`config.mk`:
```
export PLATFORM = sky130hd
export DESIGN_NAME = icd_collision
export DESIGN_NICKNAME = d
export VERILOG_FILES = /design/src/hdl/icd_pkg.sv /design/src/hdl/icd_collision.sv
export SDC_FILE = /design/constraint.sdc
export NUM_CORES = 1
export LEC_CHECK = 0
export BUFFER_PORTS_ARGS = -buffer_cell sky130_fd_sc_hd__buf_4
export CAP_MARGIN = 20
export CORE_AREA = 2 2 77 79
export DETAILED_ROUTE_END_ITERATION = 8
export DIE_AREA = 0 0 79 81
export GPL_TIMING_DRIVEN = 0
export PLACE_DENSITY_LB_ADDON = 0.12
export SLEW_MARGIN = 5
export SYNTH_ARGS = -nofsm -noshare
export SYNTH_HDL_FRONTEND = slang
export SYNTH_SLANG_ARGS = --single-unit
export TNS_END_PERCENT = 5
```
`constraint.sdc`:
```
create_clock -name ref_clk -period 7.3 [get_ports ref_clk]
set_input_delay 1.095 -clock ref_clk [delete_from_list [all_inputs] [get_ports ref_clk]]
set_output_delay 1.095 -clock ref_clk [all_outputs]
set_load 0.05 [all_outputs]
```
`src/hdl/icd_pkg.sv`:
```
package icd_pkg;
    // Register byte offsets on APB
    localparam logic [11:0] ICD_ADDR_CTRL   = 12'h000;
    localparam logic [11:0] ICD_ADDR_RELOAD = 12'h004;
    localparam logic [11:0] ICD_ADDR_STATUS = 12'h008;
    // Control register fields
    localparam int          ICD_CTRL_START  = 0;
    localparam int          ICD_CTRL_RESTRT = 1;
    localparam int          ICD_CTRL_STOP   = 2;
    localparam int          ICD_CTRL_ACK    = 4;
    localparam int          ICD_CTRL_EN     = 5;
    // Status register fields
    localparam int          ICD_STAT_BCOL   = 0;
    localparam int          ICD_STAT_EVENT  = 1;
    localparam int          ICD_STAT_STOPD  = 2;
    localparam int          ICD_STAT_STARTD = 3;
    localparam int          ICD_STAT_BUSY   = 4;
    // Reset values
    localparam logic [7:0]  ICD_RELOAD_RST  = 8'h09;
    localparam logic [7:0]  ICD_CTRL_RST    = 8'h00;

    // Sequencer states, Gray coded along each condition
    typedef enum logic [3:0] {
        ICD_IDLE   = 4'h0,
        ICD_S_WAIT = 4'h1,
        ICD_S_T1   = 4'h3,
        ICD_S_T2   = 4'h2,
        ICD_R_T0   = 4'h6,
        ICD_R_SCLH = 4'h7,
        ICD_R_T1   = 4'h5,
        ICD_R_T2   = 4'h4,
        ICD_P_SDAL = 4'hC,
        ICD_P_SCLH = 4'hD,
        ICD_P_T1   = 4'hF,
        ICD_P_T2   = 4'hE,
        ICD_A_T1   = 4'hA,
        ICD_A_SCLH = 4'hB,
        ICD_A_T2   = 4'h9
    } icd_state_t;
endpackage

```
`src/hdl/icd_collision.sv`:
```
// Chosen here: the placing of the registers and the APB interface to the registers.
`timescale 1ns/1ps
module icd_collision
    import icd_pkg::*;
(
    input  wire logic        ref_clk,
    input  wire logic        rst_n,
    input  wire logic        psel,
    input  wire logic        penable,
    input  wire logic        pwrite,
    input  wire logic [11:0] paddr,
    input  wire logic [31:0] pwdata,
    output logic      [31:0] prdata,
    output logic             pready,
    output logic             pslverr,
    input  wire logic        sda_i,
    output logic             sda_o,
    output logic             sda_oe_n,
    input  wire logic        scl_i,
    output logic             scl_o,
    output logic             scl_oe_n
);

    //--------------------------------------------------------------
    // Pin synchronisers
    //--------------------------------------------------------------
    logic [1:0] sda_sync_q;
    logic [1:0] scl_sync_q;
    logic       sda_prev_q;
    logic       scl_prev_q;
    logic       sda;
    logic       scl;

    // Two stages before any logic reads the bus lines
    always_ff @(posedge ref_clk) begin
        if (!rst_n) begin
            sda_sync_q <= 2'h3;
            scl_sync_q <= 2'h3;
            sda_prev_q <= 1'b1;
            scl_prev_q <= 1'b1;
        end else begin
            sda_sync_q <= {sda_sync_q[0], sda_i};
            scl_sync_q <= {scl_sync_q[0], scl_i};
            sda_prev_q <= sda_sync_q[1];
            scl_prev_q <= scl_sync_q[1];
        end
    end
    assign sda = sda_sync_q[1];
    assign scl = scl_sync_q[1];

    //--------------------------------------------------------------
    // Registers and sequencer state
    //--------------------------------------------------------------
    logic [7:0] ctrl_q;
    logic [7:0] reload_q;
    logic [7:0] brg_q;
    logic       bcol_q;
    logic       event_q;
    logic       stopd_q;
    logic       startd_q;
    icd_state_t state_q;
    logic       sda_drv_q;
    logic       scl_drv_q;
    logic       brg_zero;
    logic       wr_en;
    logic       rd_en;
    logic       collide;
    logic       done;
    logic       load_brg;
    logic       bus_stop;
    logic       bus_start;
    logic       port_on;

    assign port_on   = ctrl_q[ICD_CTRL_EN];
    assign wr_en     = psel && penable && pwrite;
    assign rd_en     = psel && penable && !pwrite;
    assign brg_zero  = (brg_q == 8'h00);
    assign bus_stop  = scl && sda && !sda_prev_q && scl_prev_q;
    assign bus_start = scl && !sda && sda_prev_q && scl_prev_q;

    // Collision detection per state, combinational
    always_comb begin
        collide  = 1'b0;
        done     = 1'b0;
        load_brg = 1'b0;
        case (state_q)
            ICD_S_WAIT: begin
                collide = !sda || !scl;
            end
            ICD_S_T1: begin
                collide  = sda && !scl;
                load_brg = !sda;
            end
            ICD_R_SCLH: begin
                collide  = scl && !sda;
                load_brg = scl;
            end
            ICD_R_T1: begin
                collide  = !scl && sda;
                load_brg = !sda;
            end
            ICD_P_SCLH: load_brg = scl;
            ICD_A_SCLH: load_brg = scl;
            ICD_P_T1: begin
                collide = !scl;
            end
            ICD_P_T2: begin
                collide = brg_zero && !sda;
                done    = brg_zero && sda;
            end
            ICD_S_T2: done = brg_zero;
            ICD_R_T2: done = brg_zero;
            ICD_A_T2: done = brg_zero;
            default: begin
                collide  = 1'b0;
            end
        endcase
        if (!port_on) begin
            collide = 1'b0;
        end
    end

    // Bit-period counter: loads on demand or in idle, else counts down to zero, then reloads
    always_ff @(posedge ref_clk) begin
        if (!rst_n) begin
            brg_q <= 8'h00;
        end else if (load_brg || (state_q == ICD_IDLE)) begin
            brg_q <= reload_q;
        end else if (!brg_zero) begin
            brg_q <= brg_q - 8'h01;
        end else begin
            brg_q <= reload_q;
        end
    end

    // Condition sequencer and line drivers
    always_ff @(posedge ref_clk) begin
        if (!rst_n || !port_on) begin
            state_q   <= ICD_IDLE;
            sda_drv_q <= 1'b0;
            scl_drv_q <= 1'b0;
        end else if (collide) begin
            state_q   <= ICD_IDLE;
            sda_drv_q <= 1'b0;
            scl_drv_q <= 1'b0;
        end else begin
            case (state_q)
                ICD_IDLE: begin
                    if (ctrl_q[ICD_CTRL_START]) begin
                        state_q   <= ICD_S_WAIT;
                        sda_drv_q <= 1'b0;
                        scl_drv_q <= 1'b0;
                    end else if (ctrl_q[ICD_CTRL_RESTRT]) begin
                        state_q   <= ICD_R_T0;
                        sda_drv_q <= 1'b0;
                    end else if (ctrl_q[ICD_CTRL_STOP]) begin
                        state_q   <= ICD_P_SDAL;
                        sda_drv_q <= 1'b1;
                    end else if (ctrl_q[ICD_CTRL_ACK]) begin
                        state_q   <= ICD_A_T1;
                        scl_drv_q <= 1'b1;
                    end
                end
                ICD_S_WAIT: state_q <= ICD_S_T1;
                ICD_S_T1: begin
                    if (!sda || brg_zero) begin
                        sda_drv_q <= 1'b1;
                        state_q   <= ICD_S_T2;
                    end
                end
                ICD_S_T2: begin
                    if (brg_zero) begin
                        scl_drv_q <= 1'b1;
                        state_q   <= ICD_IDLE;
                    end
                end
                ICD_R_T0: begin
                    if (brg_zero && sda) begin
                        scl_drv_q <= 1'b0;
                        state_q   <= ICD_R_SCLH;
                    end
                end
                ICD_R_SCLH: begin
                    if (scl) begin
                        state_q <= ICD_R_T1;
                    end
                end
                ICD_R_T1: begin
                    if (!sda) begin
                        sda_drv_q <= 1'b1;
                        state_q   <= ICD_R_T2;
                    end else if (brg_zero) begin
                        sda_drv_q <= 1'b1;
                        state_q   <= ICD_R_T2;
                    end
                end
                ICD_R_T2: begin
                    if (brg_zero) begin
                        scl_drv_q <= 1'b1;
                        state_q   <= ICD_IDLE;
                    end
                end
                ICD_P_SDAL: begin
                    if (!sda) begin
                        scl_drv_q <= 1'b0;
                        state_q   <= ICD_P_SCLH;
                    end
                end
                ICD_P_SCLH: begin
                    if (scl) begin
                        state_q <= ICD_P_T1;
                    end
                end
                ICD_P_T1: begin
                    if (brg_zero) begin
                        sda_drv_q <= 1'b0;
                        state_q   <= ICD_P_T2;
                    end
                end
                ICD_P_T2: begin
                    if (brg_zero) begin
                        state_q <= ICD_IDLE;
                    end
                end
                ICD_A_T1: begin
                    if (brg_zero) begin
                        scl_drv_q <= 1'b0;
                        state_q   <= ICD_A_SCLH;
                    end
                end
                ICD_A_SCLH: begin
                    if (scl) begin
                        state_q <= ICD_A_T2;
                    end
                end
                ICD_A_T2: begin
                    if (brg_zero) begin
                        scl_drv_q <= 1'b1;
                        state_q   <= ICD_IDLE;
                    end
                end
                default: state_q <= ICD_IDLE;
            endcase
        end
    end

    //--------------------------------------------------------------
    // APB register file
    //--------------------------------------------------------------
    // Control: request bits clear on completion or collision
    always_ff @(posedge ref_clk) begin
        if (!rst_n) begin
            ctrl_q   <= ICD_CTRL_RST;
            reload_q <= ICD_RELOAD_RST;
        end else begin
            if (wr_en && (paddr == ICD_ADDR_CTRL)) begin
                ctrl_q <= pwdata[7:0];
            end else if (wr_en && (paddr == ICD_ADDR_RELOAD)) begin
                reload_q <= pwdata[7:0];
            end else if (collide) begin
                ctrl_q[4:0] <= 5'h00;
            end else if (state_q != ICD_IDLE && (done || (brg_zero &&
                         (state_q == ICD_S_T2 || state_q == ICD_R_T2)))) begin
                ctrl_q[4:0] <= 5'h00;
            end
            if (!port_on && !(wr_en && (paddr == ICD_ADDR_CTRL))) begin
                ctrl_q[4:0] <= 5'h00;
            end
        end
    end

    // Status: hardware set wins over write-one-to-clear
    always_ff @(posedge ref_clk) begin
        if (!rst_n || !port_on) begin
            bcol_q   <= 1'b0;
            event_q  <= 1'b0;
            stopd_q  <= 1'b0;
            startd_q <= 1'b0;
        end else begin
            if (wr_en && paddr == ICD_ADDR_STATUS && pwdata[ICD_STAT_BCOL]) begin
                bcol_q <= 1'b0;
            end
            if (wr_en && paddr == ICD_ADDR_STATUS && pwdata[ICD_STAT_EVENT]) begin
                event_q <= 1'b0;
            end
            if (collide) begin
                bcol_q <= 1'b1;
            end
            if (bus_stop || done) begin
                event_q <= 1'b1;
            end
            if (bus_stop) begin
                stopd_q  <= 1'b1;
                startd_q <= 1'b0;
            end else if (bus_start) begin
                startd_q <= 1'b1;
                stopd_q  <= 1'b0;
            end
        end
    end

    // Read mux, zero-wait answer; unmapped reads zero with error
    always_ff @(posedge ref_clk) begin
        if (!rst_n) begin
            prdata  <= 32'h0000_0000;
            pready  <= 1'b0;
            pslverr <= 1'b0;
        end else begin
            pready  <= psel && !penable;
            pslverr <= 1'b0;
            prdata  <= 32'h0000_0000;
            if (psel && !penable) begin
                if (paddr == ICD_ADDR_CTRL) begin
                    prdata <= {24'h000000, ctrl_q};
                end else if (paddr == ICD_ADDR_RELOAD) begin
                    prdata <= {24'h000000, reload_q};
                end else if (paddr == ICD_ADDR_STATUS) begin
                    prdata <= {27'h0000000, (state_q != ICD_IDLE), startd_q,
                               stopd_q, event_q, bcol_q};
                end else begin
                    pslverr <= 1'b1;
                end
            end
        end
    end

    //--------------------------------------------------------------
    // Pin outputs, open drain, enable low when pulling
    //--------------------------------------------------------------
    assign sda_o    = 1'b0;
    assign scl_o    = 1'b0;
    assign sda_oe_n = !sda_drv_q;
    assign scl_oe_n = !scl_drv_q;

    //--------------------------------------------------------------
    // Assertions
    //--------------------------------------------------------------
    start_busy_a: assert property (@(posedge ref_clk) disable iff (!rst_n)
        (state_q == ICD_S_WAIT && port_on && !scl) |=> bcol_q && state_q == ICD_IDLE)
        else $error("start with scl low did not collide");
    start_release_a: assert property (@(posedge ref_clk) disable iff (!rst_n)
        (state_q == ICD_S_WAIT) |-> sda_oe_n && scl_oe_n)
        else $error("start began with a line driven");
    start_scl_a: assert property (@(posedge ref_clk) disable iff (!rst_n)
        (state_q == ICD_S_T1 && port_on && sda && !scl) |=> bcol_q && sda_oe_n)
        else $error("start scl low not flagged");
    start_early_a: assert property (@(posedge ref_clk) disable iff (!rst_n)
        (state_q == ICD_S_T1 && port_on && !sda && scl) |=> !sda_oe_n && !$rose(bcol_q))
        else $error("early sda low mishandled");
    start_second_a: assert property (@(posedge ref_clk) disable iff (!rst_n)
        (state_q == ICD_S_T2 && port_on && !brg_zero) |=> !$rose(bcol_q))
        else $error("collision in second start count");
    rs_case1_a: assert property (@(posedge ref_clk) disable iff (!rst_n)
        (state_q == ICD_R_SCLH && port_on && scl && !sda) |=> bcol_q && state_q == ICD_IDLE)
        else $error("restart case one missed");
    rs_case2_a: assert property (@(posedge ref_clk) disable iff (!rst_n)
        (state_q == ICD_R_T1 && port_on && !scl && sda) |=> bcol_q)
        else $error("restart case two missed");
    stop_case1_a: assert property (@(posedge ref_clk) disable iff (!rst_n)
        (state_q == ICD_P_T2 && port_on && brg_zero && !sda) |=> bcol_q && ctrl_q[2] == 1'b0)
        else $error("stop case one missed");
    stop_case2_a: assert property (@(posedge ref_clk) disable iff (!rst_n)
        (state_q == ICD_P_T1 && port_on && !scl) |=> bcol_q && scl_oe_n && sda_oe_n)
        else $error("stop case two missed");
    bus_stop_a: assert property (@(posedge ref_clk) disable iff (!rst_n)
        (port_on && bus_stop) |=> event_q && stopd_q)
        else $error("bus stop not reported");
    count_reload_a: assert property (@(posedge ref_clk) disable iff (!rst_n)
        (port_on && scl && state_q inside {ICD_R_SCLH, ICD_P_SCLH}) |=> brg_q == reload_q)
        else $error("counter not reloaded when scl rose");
    start_done_c: cover property (@(posedge ref_clk) disable iff (!rst_n)
        state_q == ICD_S_T2 ##1 state_q == ICD_IDLE);
    rs_coll_c: cover property (@(posedge ref_clk) disable iff (!rst_n)
        state_q == ICD_R_T1 && collide);
    stop_done_c: cover property (@(posedge ref_clk) disable iff (!rst_n)
        state_q == ICD_P_T2 && done);

endmodule

```
==> out/metrics.cfg <==
[run_status]
status = finished, final reports clean

[finish]
drive_above_1_share = 0.2219
layout.nets = 443
num_antenna_cells = 0
area_delta_synth_final_pct = 20.55

[synthesis]
async_flop_share = 0
yosys_warnings = 0
yosysSeqAreaShare = 0.3695
syn_area_per_cell_um2 = 8.413
synth_top_cell_area_share = 0.3695
synthCells = 322
synth.distinct_cells = 48
synth.area.top_cells = dfxtp_1 (37%), mux2i_1 (7.4%), buf_4 (7.2%)
ys.flop_type = dfxtp_1
synth-edff-count = 0
yosysTopAreaCell = dfxtp_1
netlist_area_mm2 = 0.002709
yosysMostFrequentCell = dfxtp_1
synthTopCellsByCount = dfxtp_1 (50), nor2_1 (29), buf_4 (26), nand2_1 (25), mux2i_1 (20)
ys_ff_latch = 50

[sta]
fin_crit_sh = 0.3713
finalSetupViolCount = 0
max_clock_freq_mhz = 369.0
rsz0062_at_grt = false
min_period_ns = 2.710
relSlewSlack = 0.5224
final.setup.tns_ns = 0
slew_viol_final = 0
whs_ns = 0.4174
tightest_slew_ns = 0.7150
final_hold_viol_count = 0
clock_skew_ns = 0.003405

[route]
vias_per_cell = 5.009
dr.pass1.iters = 4
ant_nets = 0
wl_per_cell_um = 12.97
first_iter_violations = 179
vias = 2339
route.detailed.drc = 0
drt-total-wl_mm = 6.058

[clocking]
cts_inserted_buffers = 5
root_buffer = clkbuf_8
cts_resized = 0
cts.sinks = 50
clk_pin_slew_ns = 0.09
postCtsHoldBufs = 0
post-cts-setup-buffers = 0
clk_latency_ns = 0.30
htree_levels = 2
cts.path.max_buffers = 2
cts_tree = yes

[global_route]
grt_first_pass_wirelength_mm = 9.818
first_global_vias = 2106
grt_max_degree = 15
grt_usage = 0.1954
gr-total-overflow = 0
antenna_found_initial = 0

[setup_path]
reg2reg_slack_ns = 4.74
cp_cell_sequence = buf_4, nor4_1, nand2_1, nor4_1, clkbuf_1, nand3_1, o31ai_4, a22o_1
slowest_stage = clkbuf_1
rr_endpoint = state_q[3]
crit_top_cell = nor4_1
arrival_ns = 2.96
endpoint_kind = flop
crit_type = primary input to flop
critical_path.max_fanout = 9
r2r_cells = 6
reg2reg_from = brg_q[3]
required_ns = 7.55
max_stage_delay_ns = 0.54
startpoint_type = primary input

[die]
dieArea_mm2 = 0.006399
initial_core_util = 0.4773
rows = 28
die_w_um = 79
core-area_mm2 = 0.005675
ios = 89
die_h_um = 81

[power]
p_leak_nw = 1.374
p_switching_w = 0.0001391
power_frac_seq = 0.534
clkPwrFrac = 0.321
netSwitchingFraction = 0.2688
p_comb_frac = 0.146
ir_drop_mv = 0.1299
power.internal_w = 0.0003785
powerDensity_mw_per_mm2 = 158.5

[min_path]
holdPathEnd = sda_sync_q[1]
min_from = sda_sync_q[0]
hold_class = flop to flop
hold_depth = 1

[placed_design]
gp_congestion = 0.9254
io_buffers = 37
dp_hpwl_mm = 4.655

[run]
maxCapViolCount = 0

-- state kept, by name, indices dropped and copies added, names as in the netlist --
name and flops:
brg_q 8, ctrl_q 8, prdata 8, reload_q 8, state_q 4, scl_sync_q 2, sda_sync_q 2, bcol_q 1
event_q 1, pready 1, pslverr 1, scl_drv_q 1, scl_prev_q 1, sda_drv_q 1, sda_prev_q 1, startd_q 1
stopd_q 1
-- routing by layer --
layer,vias up,part of all wire,GRT usage
met1,1058,0.46,0.2560
met2,67,0.47,0.3195
met4,0,0.020,0.08103
met5,-,0,0
li1,1200,-,-
met3,14,0.053,0.03444
-- how the worst max path moves through the flow --
stage          startpoint   endpoint  slack (ns)  cells past startpoint
2_1_floorplan    paddr[1]     bcol_q        4.53                      6
3_3_place_gp     paddr[7]  ctrl_q[3]        4.29                      8
3_5_place_dp     paddr[7]  ctrl_q[3]        4.25                      8
4_1_cts          paddr[7]  ctrl_q[3]        4.58                      8
5_1_grt          paddr[7]  ctrl_q[1]        4.44                      8
6_report         paddr[7]  ctrl_q[2]        4.59                      8
-- logic make-up after synthesis --
group	count (synthesis)	synth area share
adder cells (fa/ha/maj)	1	0.004618
other	1	0.001384
AO/OA/AOI/OAI	65	0.1728
multiplexers	20	0.07390
XOR/XNOR	7	0.02263
AND/OR/NAND/NOR	125	0.2448
flip-flops	50	0.3695
buffers and inverters	53	0.1104
-- cell usage in the layout, fill, tap and decap left out, types with 2 or more instances in the layout --
master	instances
and2_1	2
a21bo_2	2
clkbuf_1	14
mux2i_1	20
buf_2	2
a211oi_1	3
or3_1	3
a2bb2oi_1	2
nor2_1	29
nand2_1	25
xor2_1	3
nand3_1	10
buf_4	63
a21o_1	2
or4_4	2
o21ai_0	14
o211a_1	5
dfxtp_1	50
inv_1	11
nand2b_1	13
or2_2	5
a21oi_1	17
nor2b_1	16
conb_1	26
clkbuf_8	6
a311oi_1	2
nor3_1	7
nor4_1	6
a22o_1	8
xnor2_1	4
-- worst max-delay path, delay by kind of cell --
kind	cells	cell delay (ns)
AO/OA/AOI/OAI	2	0.32
buffers and inverters	2	0.65
AND/OR/NAND/NOR	4	0.90
-- area by class of cell --
class | count | area [um2]
buffer | 42 | 257.7
clock buffer | 7 | 86.33
clock inverter | 1 | 5.005
fill | 573 | 2410
inverter | 11 | 41.29
multi-input combinational | 244 | 1503
sequential | 50 | 1001
tap | 75 | 93.84
timing repair buffer | 37 | 277.8
-- power groups by stage --
| stage | Clock (W) | Sequential [W] | Combinational (W) |
|---|---|---|---|
| finish | 0.000166 | 0.000276 | 0.0000753 |
| global route | 0.000180 | 0.000277 | 0.0000807 |
| CTS | 0.000171 | 0.000276 | 0.0000751 |
| detailed placement | 0 | 0.000283 | 0.0000750 |
| global placement | 0 | 0.000283 | 0.0000745 |
| floorplan | 0 | 0.000284 | 0.0000562 |
-- per-stage QoR --
stage          cell area [um2]  setup WS (ns)  total power, W  std cells  utilization
6_report                  3266          4.590       0.0005177        467       0.5754
5_1_grt                   3266          4.442       0.0005378        467       0.5754
4_1_cts                   3266          4.583       0.0005224        467       0.5754
3_5_place_dp              3174          4.253       0.0003577        459       0.5593
3_3_place_gp              3174          4.292       0.0003572        459       0.5593
2_1_floorplan             2803          4.525       0.0003401        347            -
Power figures use the tool's default switching activity.
